`src/include/cfg_cmd_pkg.sv`:
```
`default_nettype none
package cfg_cmd_pkg;
  // Command codes
  localparam logic [7:0] CODE_SAVE = 8'h46;
  localparam logic [7:0] CODE_STARTUP = 8'h47;
  localparam logic [7:0] CODE_STATUS = 8'h43;
  // Defined payload lengths
  localparam logic [7:0] LEN_SAVE = 8'h01;
  localparam logic [7:0] LEN_STARTUP = 8'h01;
  localparam logic [7:0] LEN_STATUS = 8'h02;
  // Set identifiers
  localparam logic [7:0] SET_FACTORY = 8'h00;
  localparam logic [7:0] SET_USER_MIN = 8'h01;
  localparam logic [7:0] SET_USER_MAX = 8'h0f;
  localparam logic [7:0] STARTUP_RESET = 8'h00;
  // Status byte 1 bit positions
  localparam int BIT_NO_SYNC = 0;
  localparam int BIT_RESET_SEEN = 1;
  localparam int BIT_UNLOCKED = 2;
  localparam int BIT_RSVD = 3;
  localparam int BIT_UNKNOWN = 4;
  localparam int BIT_DENIED = 5;
  localparam int BIT_BAD_LEN = 6;
  localparam int BIT_PARAM = 7;
  // Trigger timeout
  localparam int SYNC_TIMEOUT_S = 5;
  localparam int CLK_HZ = 125_000_000;
  localparam int SYNC_TIMEOUT_CYC = SYNC_TIMEOUT_S * CLK_HZ;
  localparam int TIMER_W = 32;

  // Incoming decoded command frame
  typedef struct packed {
    logic [7:0] command_code;
    logic rd; // 1 = read request
    logic [7:0] len;
    logic [7:0] data;
  } cmd_frame_t;

  // Outgoing response frame
  typedef struct packed {
    logic [7:0] command_code;
    logic rd;
    logic [7:0] len;
    logic [7:0] byte1;
    logic [7:0] byte2;
  } rsp_frame_t;
endpackage
`default_nettype wire

```
`src/rtl/cfg_set_status.sv`:
```
`default_nettype none
module cfg_set_status #(
  parameter int unsigned SYNC_TIMEOUT_CYC = cfg_cmd_pkg::SYNC_TIMEOUT_CYC
) (
  input wire logic i_clk,
  input wire logic i_rstn,
  input wire logic i_ce,
  input wire logic i_cmd_valid,
  input wire cfg_cmd_pkg::cmd_frame_t i_cmd,
  input wire logic i_external_sync_trigger,
  input wire logic i_unlocked,
  input wire logic [7:0] i_dev_errors,
  output logic o_rsp_valid,
  output cfg_cmd_pkg::rsp_frame_t o_rsp,
  output logic o_save_valid,
  output logic [7:0] o_save_slot,
  output logic [7:0] o_startup_sel
);

  if (SYNC_TIMEOUT_CYC < 1 || SYNC_TIMEOUT_CYC > 32'hffff_fffe)
  begin : g_bad_timeout
    $error("SYNC_TIMEOUT_CYC out of range");
  end

  // Pin synchronisers: three stages, change accepted when last two agree
  logic [2:0] sync_pin_ff;
  logic [2:0] lock_pin_ff;
  logic sync_lvl_ff;
  logic unlocked_ff;
  logic [cfg_cmd_pkg::TIMER_W-1:0] timer_ff;
  logic no_sync_ff;
  logic reset_seen_ff;
  logic unknown_ff;
  logic denied_ff;
  logic bad_len_ff;

  always_ff @(posedge i_clk or negedge i_rstn)
  begin
    if (!i_rstn)
    begin
      sync_pin_ff <= 3'h0;
      lock_pin_ff <= 3'h0;
    end
    else if (i_ce)
    begin
      sync_pin_ff <= {sync_pin_ff[1:0], i_external_sync_trigger};
      lock_pin_ff <= {lock_pin_ff[1:0], i_unlocked};
    end
  end

  // Filtered levels and trigger edge
  wire sync_agree = sync_pin_ff[1] == sync_pin_ff[2];
  wire lock_agree = lock_pin_ff[1] == lock_pin_ff[2];
  wire sync_edge = sync_agree && sync_pin_ff[2] && !sync_lvl_ff;

  always_ff @(posedge i_clk or negedge i_rstn)
  begin
    if (!i_rstn)
    begin
      sync_lvl_ff <= 1'b0;
      unlocked_ff <= 1'b0;
    end
    else if (i_ce)
    begin
      if (sync_agree) sync_lvl_ff <= sync_pin_ff[2];
      if (lock_agree) unlocked_ff <= lock_pin_ff[2];
    end
  end

  // Trigger watchdog: flag once the timeout passes without an edge
  wire timer_done = timer_ff >= cfg_cmd_pkg::TIMER_W'(SYNC_TIMEOUT_CYC - 1);
  wire [cfg_cmd_pkg::TIMER_W-1:0] nxt_timer =
    sync_edge ? '0 : (timer_done ? timer_ff : timer_ff + 1'b1);

  always_ff @(posedge i_clk or negedge i_rstn)
  begin
    if (!i_rstn)
    begin
      timer_ff <= '0;
      no_sync_ff <= 1'b0;
    end
    else if (i_ce)
    begin
      timer_ff <= nxt_timer;
      no_sync_ff <= !sync_edge && timer_done;
    end
  end

  // Command decode
  wire is_save = i_cmd.command_code == cfg_cmd_pkg::CODE_SAVE;
  wire is_start = i_cmd.command_code == cfg_cmd_pkg::CODE_STARTUP;
  wire is_stat = i_cmd.command_code == cfg_cmd_pkg::CODE_STATUS;
  wire take = i_ce && i_cmd_valid;
  wire known = is_save || is_start || is_stat;
  wire len_ok = is_save ? i_cmd.len == cfg_cmd_pkg::LEN_SAVE :
    is_start ? i_cmd.len == cfg_cmd_pkg::LEN_STARTUP :
    i_cmd.len == cfg_cmd_pkg::LEN_STATUS;
  wire user_id = i_cmd.data >= cfg_cmd_pkg::SET_USER_MIN &&
    i_cmd.data <= cfg_cmd_pkg::SET_USER_MAX;
  wire start_id = user_id || i_cmd.data == cfg_cmd_pkg::SET_FACTORY;
  // Wrong direction: read of a save, write of status
  wire deny = (is_save && i_cmd.rd) || (is_stat && !i_cmd.rd);
  wire ok = take && known && len_ok && !deny;
  wire do_save = ok && is_save && user_id;
  wire do_sel_wr = ok && is_start && !i_cmd.rd && start_id;
  wire do_sel_rd = ok && is_start && i_cmd.rd;
  wire do_stat = ok && is_stat;
  wire ev_unknown = take && !known;
  wire ev_bad_len = take && known && !len_ok;
  wire ev_denied = take && known && len_ok && deny;

  // Status byte 1: live conditions plus sticky events
  wire [7:0] stat_b1 = {1'b0, bad_len_ff, denied_ff, unknown_ff, 1'b0,
    unlocked_ff, reset_seen_ff, no_sync_ff};

  // Sticky event flags, cleared by a status read; a new event wins
  always_ff @(posedge i_clk or negedge i_rstn)
  begin
    if (!i_rstn)
    begin
      reset_seen_ff <= 1'b1;
      unknown_ff <= 1'b0;
      denied_ff <= 1'b0;
      bad_len_ff <= 1'b0;
    end
    else if (i_ce)
    begin
      reset_seen_ff <= reset_seen_ff && !do_stat;
      unknown_ff <= ev_unknown || (unknown_ff && !do_stat);
      denied_ff <= ev_denied || (denied_ff && !do_stat);
      bad_len_ff <= ev_bad_len || (bad_len_ff && !do_stat);
    end
  end

  // Startup selector and save strobe
  always_ff @(posedge i_clk or negedge i_rstn)
  begin
    if (!i_rstn)
    begin
      o_startup_sel <= cfg_cmd_pkg::STARTUP_RESET;
      o_save_valid <= 1'b0;
      o_save_slot <= 8'h00;
    end
    else if (i_ce)
    begin
      if (do_sel_wr) o_startup_sel <= i_cmd.data;
      o_save_valid <= do_save;
      if (do_save) o_save_slot <= i_cmd.data;
    end
  end

  // Response frame: only reads are answered; one driver for the whole frame
  wire [7:0] rsp_len = do_stat ? cfg_cmd_pkg::LEN_STATUS : cfg_cmd_pkg::LEN_STARTUP;
  wire [7:0] rsp_b1 = do_stat ? stat_b1 : o_startup_sel;
  wire [7:0] rsp_b2 = do_stat ? i_dev_errors : 8'h00;
  cfg_cmd_pkg::rsp_frame_t nxt_rsp;
  assign nxt_rsp = {i_cmd.command_code, 1'b0, rsp_len, rsp_b1, rsp_b2};

  always_ff @(posedge i_clk or negedge i_rstn)
  begin
    if (!i_rstn)
    begin
      o_rsp_valid <= 1'b0;
      o_rsp <= '0;
    end
    else if (i_ce)
    begin
      o_rsp_valid <= do_sel_rd || do_stat;
      if (do_sel_rd || do_stat) o_rsp <= nxt_rsp;
    end
  end
endmodule
`default_nettype wire

```
`config.mk`:
```
export PLATFORM = sky130hd
export DESIGN_NAME = cfg_set_status
export DESIGN_NICKNAME = d
export VERILOG_FILES = /design/src/include/cfg_cmd_pkg.sv /design/src/rtl/cfg_set_status.sv
export SDC_FILE = /design/constraint.sdc
export NUM_CORES = 1
export LEC_CHECK = 0
export BUFFER_PORTS_ARGS = -buffer_cell sky130_fd_sc_hd__buf_2
export CAP_MARGIN = 20
export CORE_MARGIN = 3
export CORE_UTILIZATION = 35
export CTS_CLUSTER_SIZE = 8
export DETAILED_ROUTE_END_ITERATION = 10
export GPL_TIMING_DRIVEN = 0
export PLACE_DENSITY_LB_ADDON = 0.12
export REMOVE_ABC_BUFFERS = 1
export SLEW_MARGIN = 10
export SYNTH_ARGS = -nofsm -noshare
export SYNTH_HDL_FRONTEND = slang
export SYNTH_SLANG_ARGS = --single-unit
```
`constraint.sdc`:
```
create_clock -name i_clk -period 2.3 [get_ports i_clk]
set_clock_uncertainty 0.1 [all_clocks]
set_input_delay 0.115 -clock i_clk [delete_from_list [all_inputs] [get_ports i_clk]]
set_output_delay 0.115 -clock i_clk [all_outputs]
set_load 0.005 [all_outputs]
```
==> flow_summary.yaml <==
status:
  status: "finished clean"
floorplanning:
  die-width_um: 119
  die_area_um2: 14200
  placement_rows: 40
  die_height_um: 119
  starting_density_pct: 36.6
  top_level_ports: 90
  placeableCoreArea_um2: 12300
global_route:
  global_route_wire_length_before_repair_mm: 18.2
  grt_util_all_layers_pct: 15.8
  grt_start_max_net_pins: 51
  first_global_vias: 3610
  antenna_found_initial: 0
  grt_overflow: 0
synth:
  postSynthRegisterBits: 89
  netlist_area_um2: 4490
  synth_edf_count: 0
  count_of_different_cell_masters_after_synthesis: 59
  asyncSetResetFlopFracSynth_pct: 100
  synth_area_per_cell_um2: 10.3
  yosys_warnings: 0
  portion_of_the_post_synthesis_area_used_by_sequential_elements_pct: 49.6
  cells_after_synthesis: 437
  yosys_most_used_dff: "sky130_fd_sc_hd__dfrtp_1"
cells_and_area:
  share_of_the_core_filled_with_cells_pct: 46.6
  most-common-layout-cells: "86 x sky130_fd_sc_hd__dfrtp_1, 81 x sky130_fd_sc_hd__buf_2, 40 x sky130_fd_sc_hd__nand2_1, 25 x sky130_fd_sc_hd__o31ai_1, 22 x sky130_fd_sc_hd__nor2_1"
  antenna_cells: 0
  layout.nets: 586
  drive_above_1_share_pct: 30.7
  area_growth_from_synthesis_to_layout_pct: 27.3
  most_common_cell_after_layout_fill_and_taps_aside: "sky130_fd_sc_hd__dfrtp_1"
route:
  drt-pass1-iter-count: 4
  post_drt_wl_per_cell_um: 16.1
  wirelength_mm: 11.5
  drc: 0
  drtAntennaViolNets: 0
  dr.first_iter.drc_count: 209
  vias_per_cell: 5.25
  number_of_vias_in_the_routed_layout: 3768
pwr:
  leakagePower_uw: 0.00268
  max-vdd-ir-drop_mv: 0.435
  power_uw: 3660
  pwr_density_nw_per_um2: 640
setup_path:
  ws_path_type: "flop to flop"
  start_kind: "flop"
  critPathArrivalTime_ps: 2360
  setup.reg_to_reg.worst_slack_ps: 80
  worstPathRequired_ps: 2440
  capturing_element_type_of_the_critical_path: "flop"
  timing.critical_path.fanout_max: 11
placed_design:
  finalWeightedCongestion: 0.769
  portBuffers: 82
  detailedPlacementHpwl_mm: 7.55
timing:
  setup_tns_ps: 0
  hold_viol: 0
  final_min_period_over_clock_period_pct: 96.4
  grt_setup_unrepaired: "true"
  slew_headroom_pct: 35.4
  worstMarginPinSlew_ps: 967
  max_clock_freq_mhz: 451
  setup_violations: 0
  finalCriticalPeriod_ps: 2220
  drv_slew: 0
clocking:
  numClockSinks: 89
  h_tree_lvl_count: 3
  clock_tree.buffer_depth: 2
  clock_tree.root_cell: "sky130_fd_sc_hd__clkbuf_16"
  cts_tree: "done"
  worst_setup_hold_path_clk_slew_ps: 70
  cts_buffer_count: 9
  clkLatencyLatePin_ps: 350
hold_path:
  timing.hold.worst.class: "input port to flop"
run:
  maxCapViolCount: 0
cells by family (layout without fill, tap and decap cells):
family / count (synthesis) / in the layout / share of synthesized area [%]
DFF: 89 / 89 / 49.6
adders and majority gates: 2 / 2 / 0.557
muxes: 26 / 26 / 6.22
and+or+nand+nor: 182 / 183 / 22.9
AOI/OAI and AO/OA: 102 / 104 / 16.5
other: 1 / 7 / 0.0835
buffers and inverters: 35 / 139 / 4.15
final cells by class:
type                       count  area [um2]
timing repair buffer         114         713
fill                        1165        6550
tap                          168         210
multi-input combinational    322        2210
clock inverter                 7        95.1
sequential                    89        2230
clock buffer                   9         225
inverter                       9        33.8
stage by stage:
step | instances | instance area, um2 | hold slack, ps | setup WS, ps
after detailed placement | 673 | 5050 | 106 | -746
after CTS | 709 | 5600 | 21.4 | -14.7
after global routing | 718 | 5720 | 41.4 | -12.2
after global placement | 667 | 4980 | 219 | -2800
final | 718 | 5720 | 23.8 | 82.3
after floorplan | 417 | 4360 | -281 | -1000
power by group:
group	switching, uW	internal [uW]	total, uW
sequential	64.1	1630	1690
clock	690	877	1570
combinational	234	163	397
total	988	2670	3660
synth_stat cells, types with 2 or more instances:
cell,instances,share of area [%]
sky130_fd_sc_hd__ha_1,2,0.56
sky130_fd_sc_hd__a21o_1,4,0.67
sky130_fd_sc_hd__o41ai_1,2,0.39
sky130_fd_sc_hd__mux2i_1,11,2.5
sky130_fd_sc_hd__o21ai_0,13,1.4
sky130_fd_sc_hd__nor4_1,12,1.7
sky130_fd_sc_hd__o21ai_2,14,2.7
sky130_fd_sc_hd__inv_1,9,0.75
sky130_fd_sc_hd__nand4_1,10,1.4
sky130_fd_sc_hd__nor2_1,24,2.0
sky130_fd_sc_hd__a21oi_1,18,2.0
sky130_fd_sc_hd__o31ai_1,25,4.2
sky130_fd_sc_hd__buf_2,2,0.22
sky130_fd_sc_hd__or4_1,7,1.2
sky130_fd_sc_hd__dfrtp_1,88,49
sky130_fd_sc_hd__a22o_1,3,0.59
sky130_fd_sc_hd__nand3_1,15,1.7
sky130_fd_sc_hd__o2111ai_1,2,0.39
sky130_fd_sc_hd__and2b_1,2,0.33
sky130_fd_sc_hd__nand2_1,40,3.3
sky130_fd_sc_hd__and4_1,3,0.59
sky130_fd_sc_hd__and3_1,7,0.98
sky130_fd_sc_hd__nand2b_1,17,2.4
sky130_fd_sc_hd__mux2_2,15,3.8
sky130_fd_sc_hd__a31oi_1,6,0.84
sky130_fd_sc_hd__nor3b_1,3,0.50
sky130_fd_sc_hd__clkbuf_1,11,0.92
sky130_fd_sc_hd__nand3b_1,3,0.50
sky130_fd_sc_hd__o211ai_1,2,0.33
sky130_fd_sc_hd__and4b_1,2,0.45
sky130_fd_sc_hd__and2_1,19,2.6
sky130_fd_sc_hd__o21bai_1,2,0.33
sky130_fd_sc_hd__buf_1,2,0.17
sky130_fd_sc_hd__nor2b_1,6,0.84
sky130_fd_sc_hd__or3_1,2,0.28
sky130_fd_sc_hd__nor3_1,2,0.22
sky130_fd_sc_hd__buf_6,3,0.75
sky130_fd_sc_hd__buf_4,8,1.3
sequential cells by signal, indices dropped and copies added, names as in the netlist:
name,cells
o_rsp,26
sync_lvl_ff,1
o_startup_sel,8
denied_ff,1
bad_len_ff,1
reset_seen_ff,1
unlocked_ff,1
no_sync_ff,1
o_save_slot,8
o_rsp_valid,1
unknown_ff,1
sync_pin_ff,3
lock_pin_ff,3
timer_ff,32
o_save_valid,1
layer usage:
layer  vias up  track usage [%]  routed length [um]
li1       1832                -                   -
met1      1825             21.8                5420
met2        93             24.4                5370
met3        18             3.13                 514
met4         0             5.87                 225
met5         -                0                   0
worst paths after layout:
| kind | start | endpoint | cells after the start |
|---|---|---|---|
| min | i_cmd[19] | unknown_ff$_DFFE_PN0P_ | 3 |
| max in group asynchronous | i_rstn | reset_seen_ff$_DFFE_PN1P_ | 3 |
| max | timer_ff[19]$_DFFE_PN0P_ | timer_ff[23]$_DFFE_PN0P_ | 6 |
| min in group asynchronous | i_rstn | o_rsp[1]$_DFFE_PN0P_ | 2 |
| min reg2reg | o_rsp[25]$_DFFE_PN0P_ | o_rsp[25]$_DFFE_PN0P_ | 1 |
| max reg2reg | timer_ff[19]$_DFFE_PN0P_ | timer_ff[23]$_DFFE_PN0P_ | 6 |
worst max-delay path, stage by stage (launching register included):
cell and delay [ps]:
sky130_fd_sc_hd__dfrtp_1 460, sky130_fd_sc_hd__nor4_4 380, sky130_fd_sc_hd__buf_4 180, sky130_fd_sc_hd__and4_1 250, sky130_fd_sc_hd__and4b_4 360, sky130_fd_sc_hd__nor2_1 130, sky130_fd_sc_hd__a32o_1 260
what timing repair did:
item	4_1_cts	5_1_grt
endpoints found under the hold margin	68	0
pin swaps	3	5
hold buffers	16	0
gates cloned	0	3
setup endpoints to repair	36	16
setup buffers	4	6
resized for setup	9	9
Note: power is estimated with default switching activity, not from simulation.
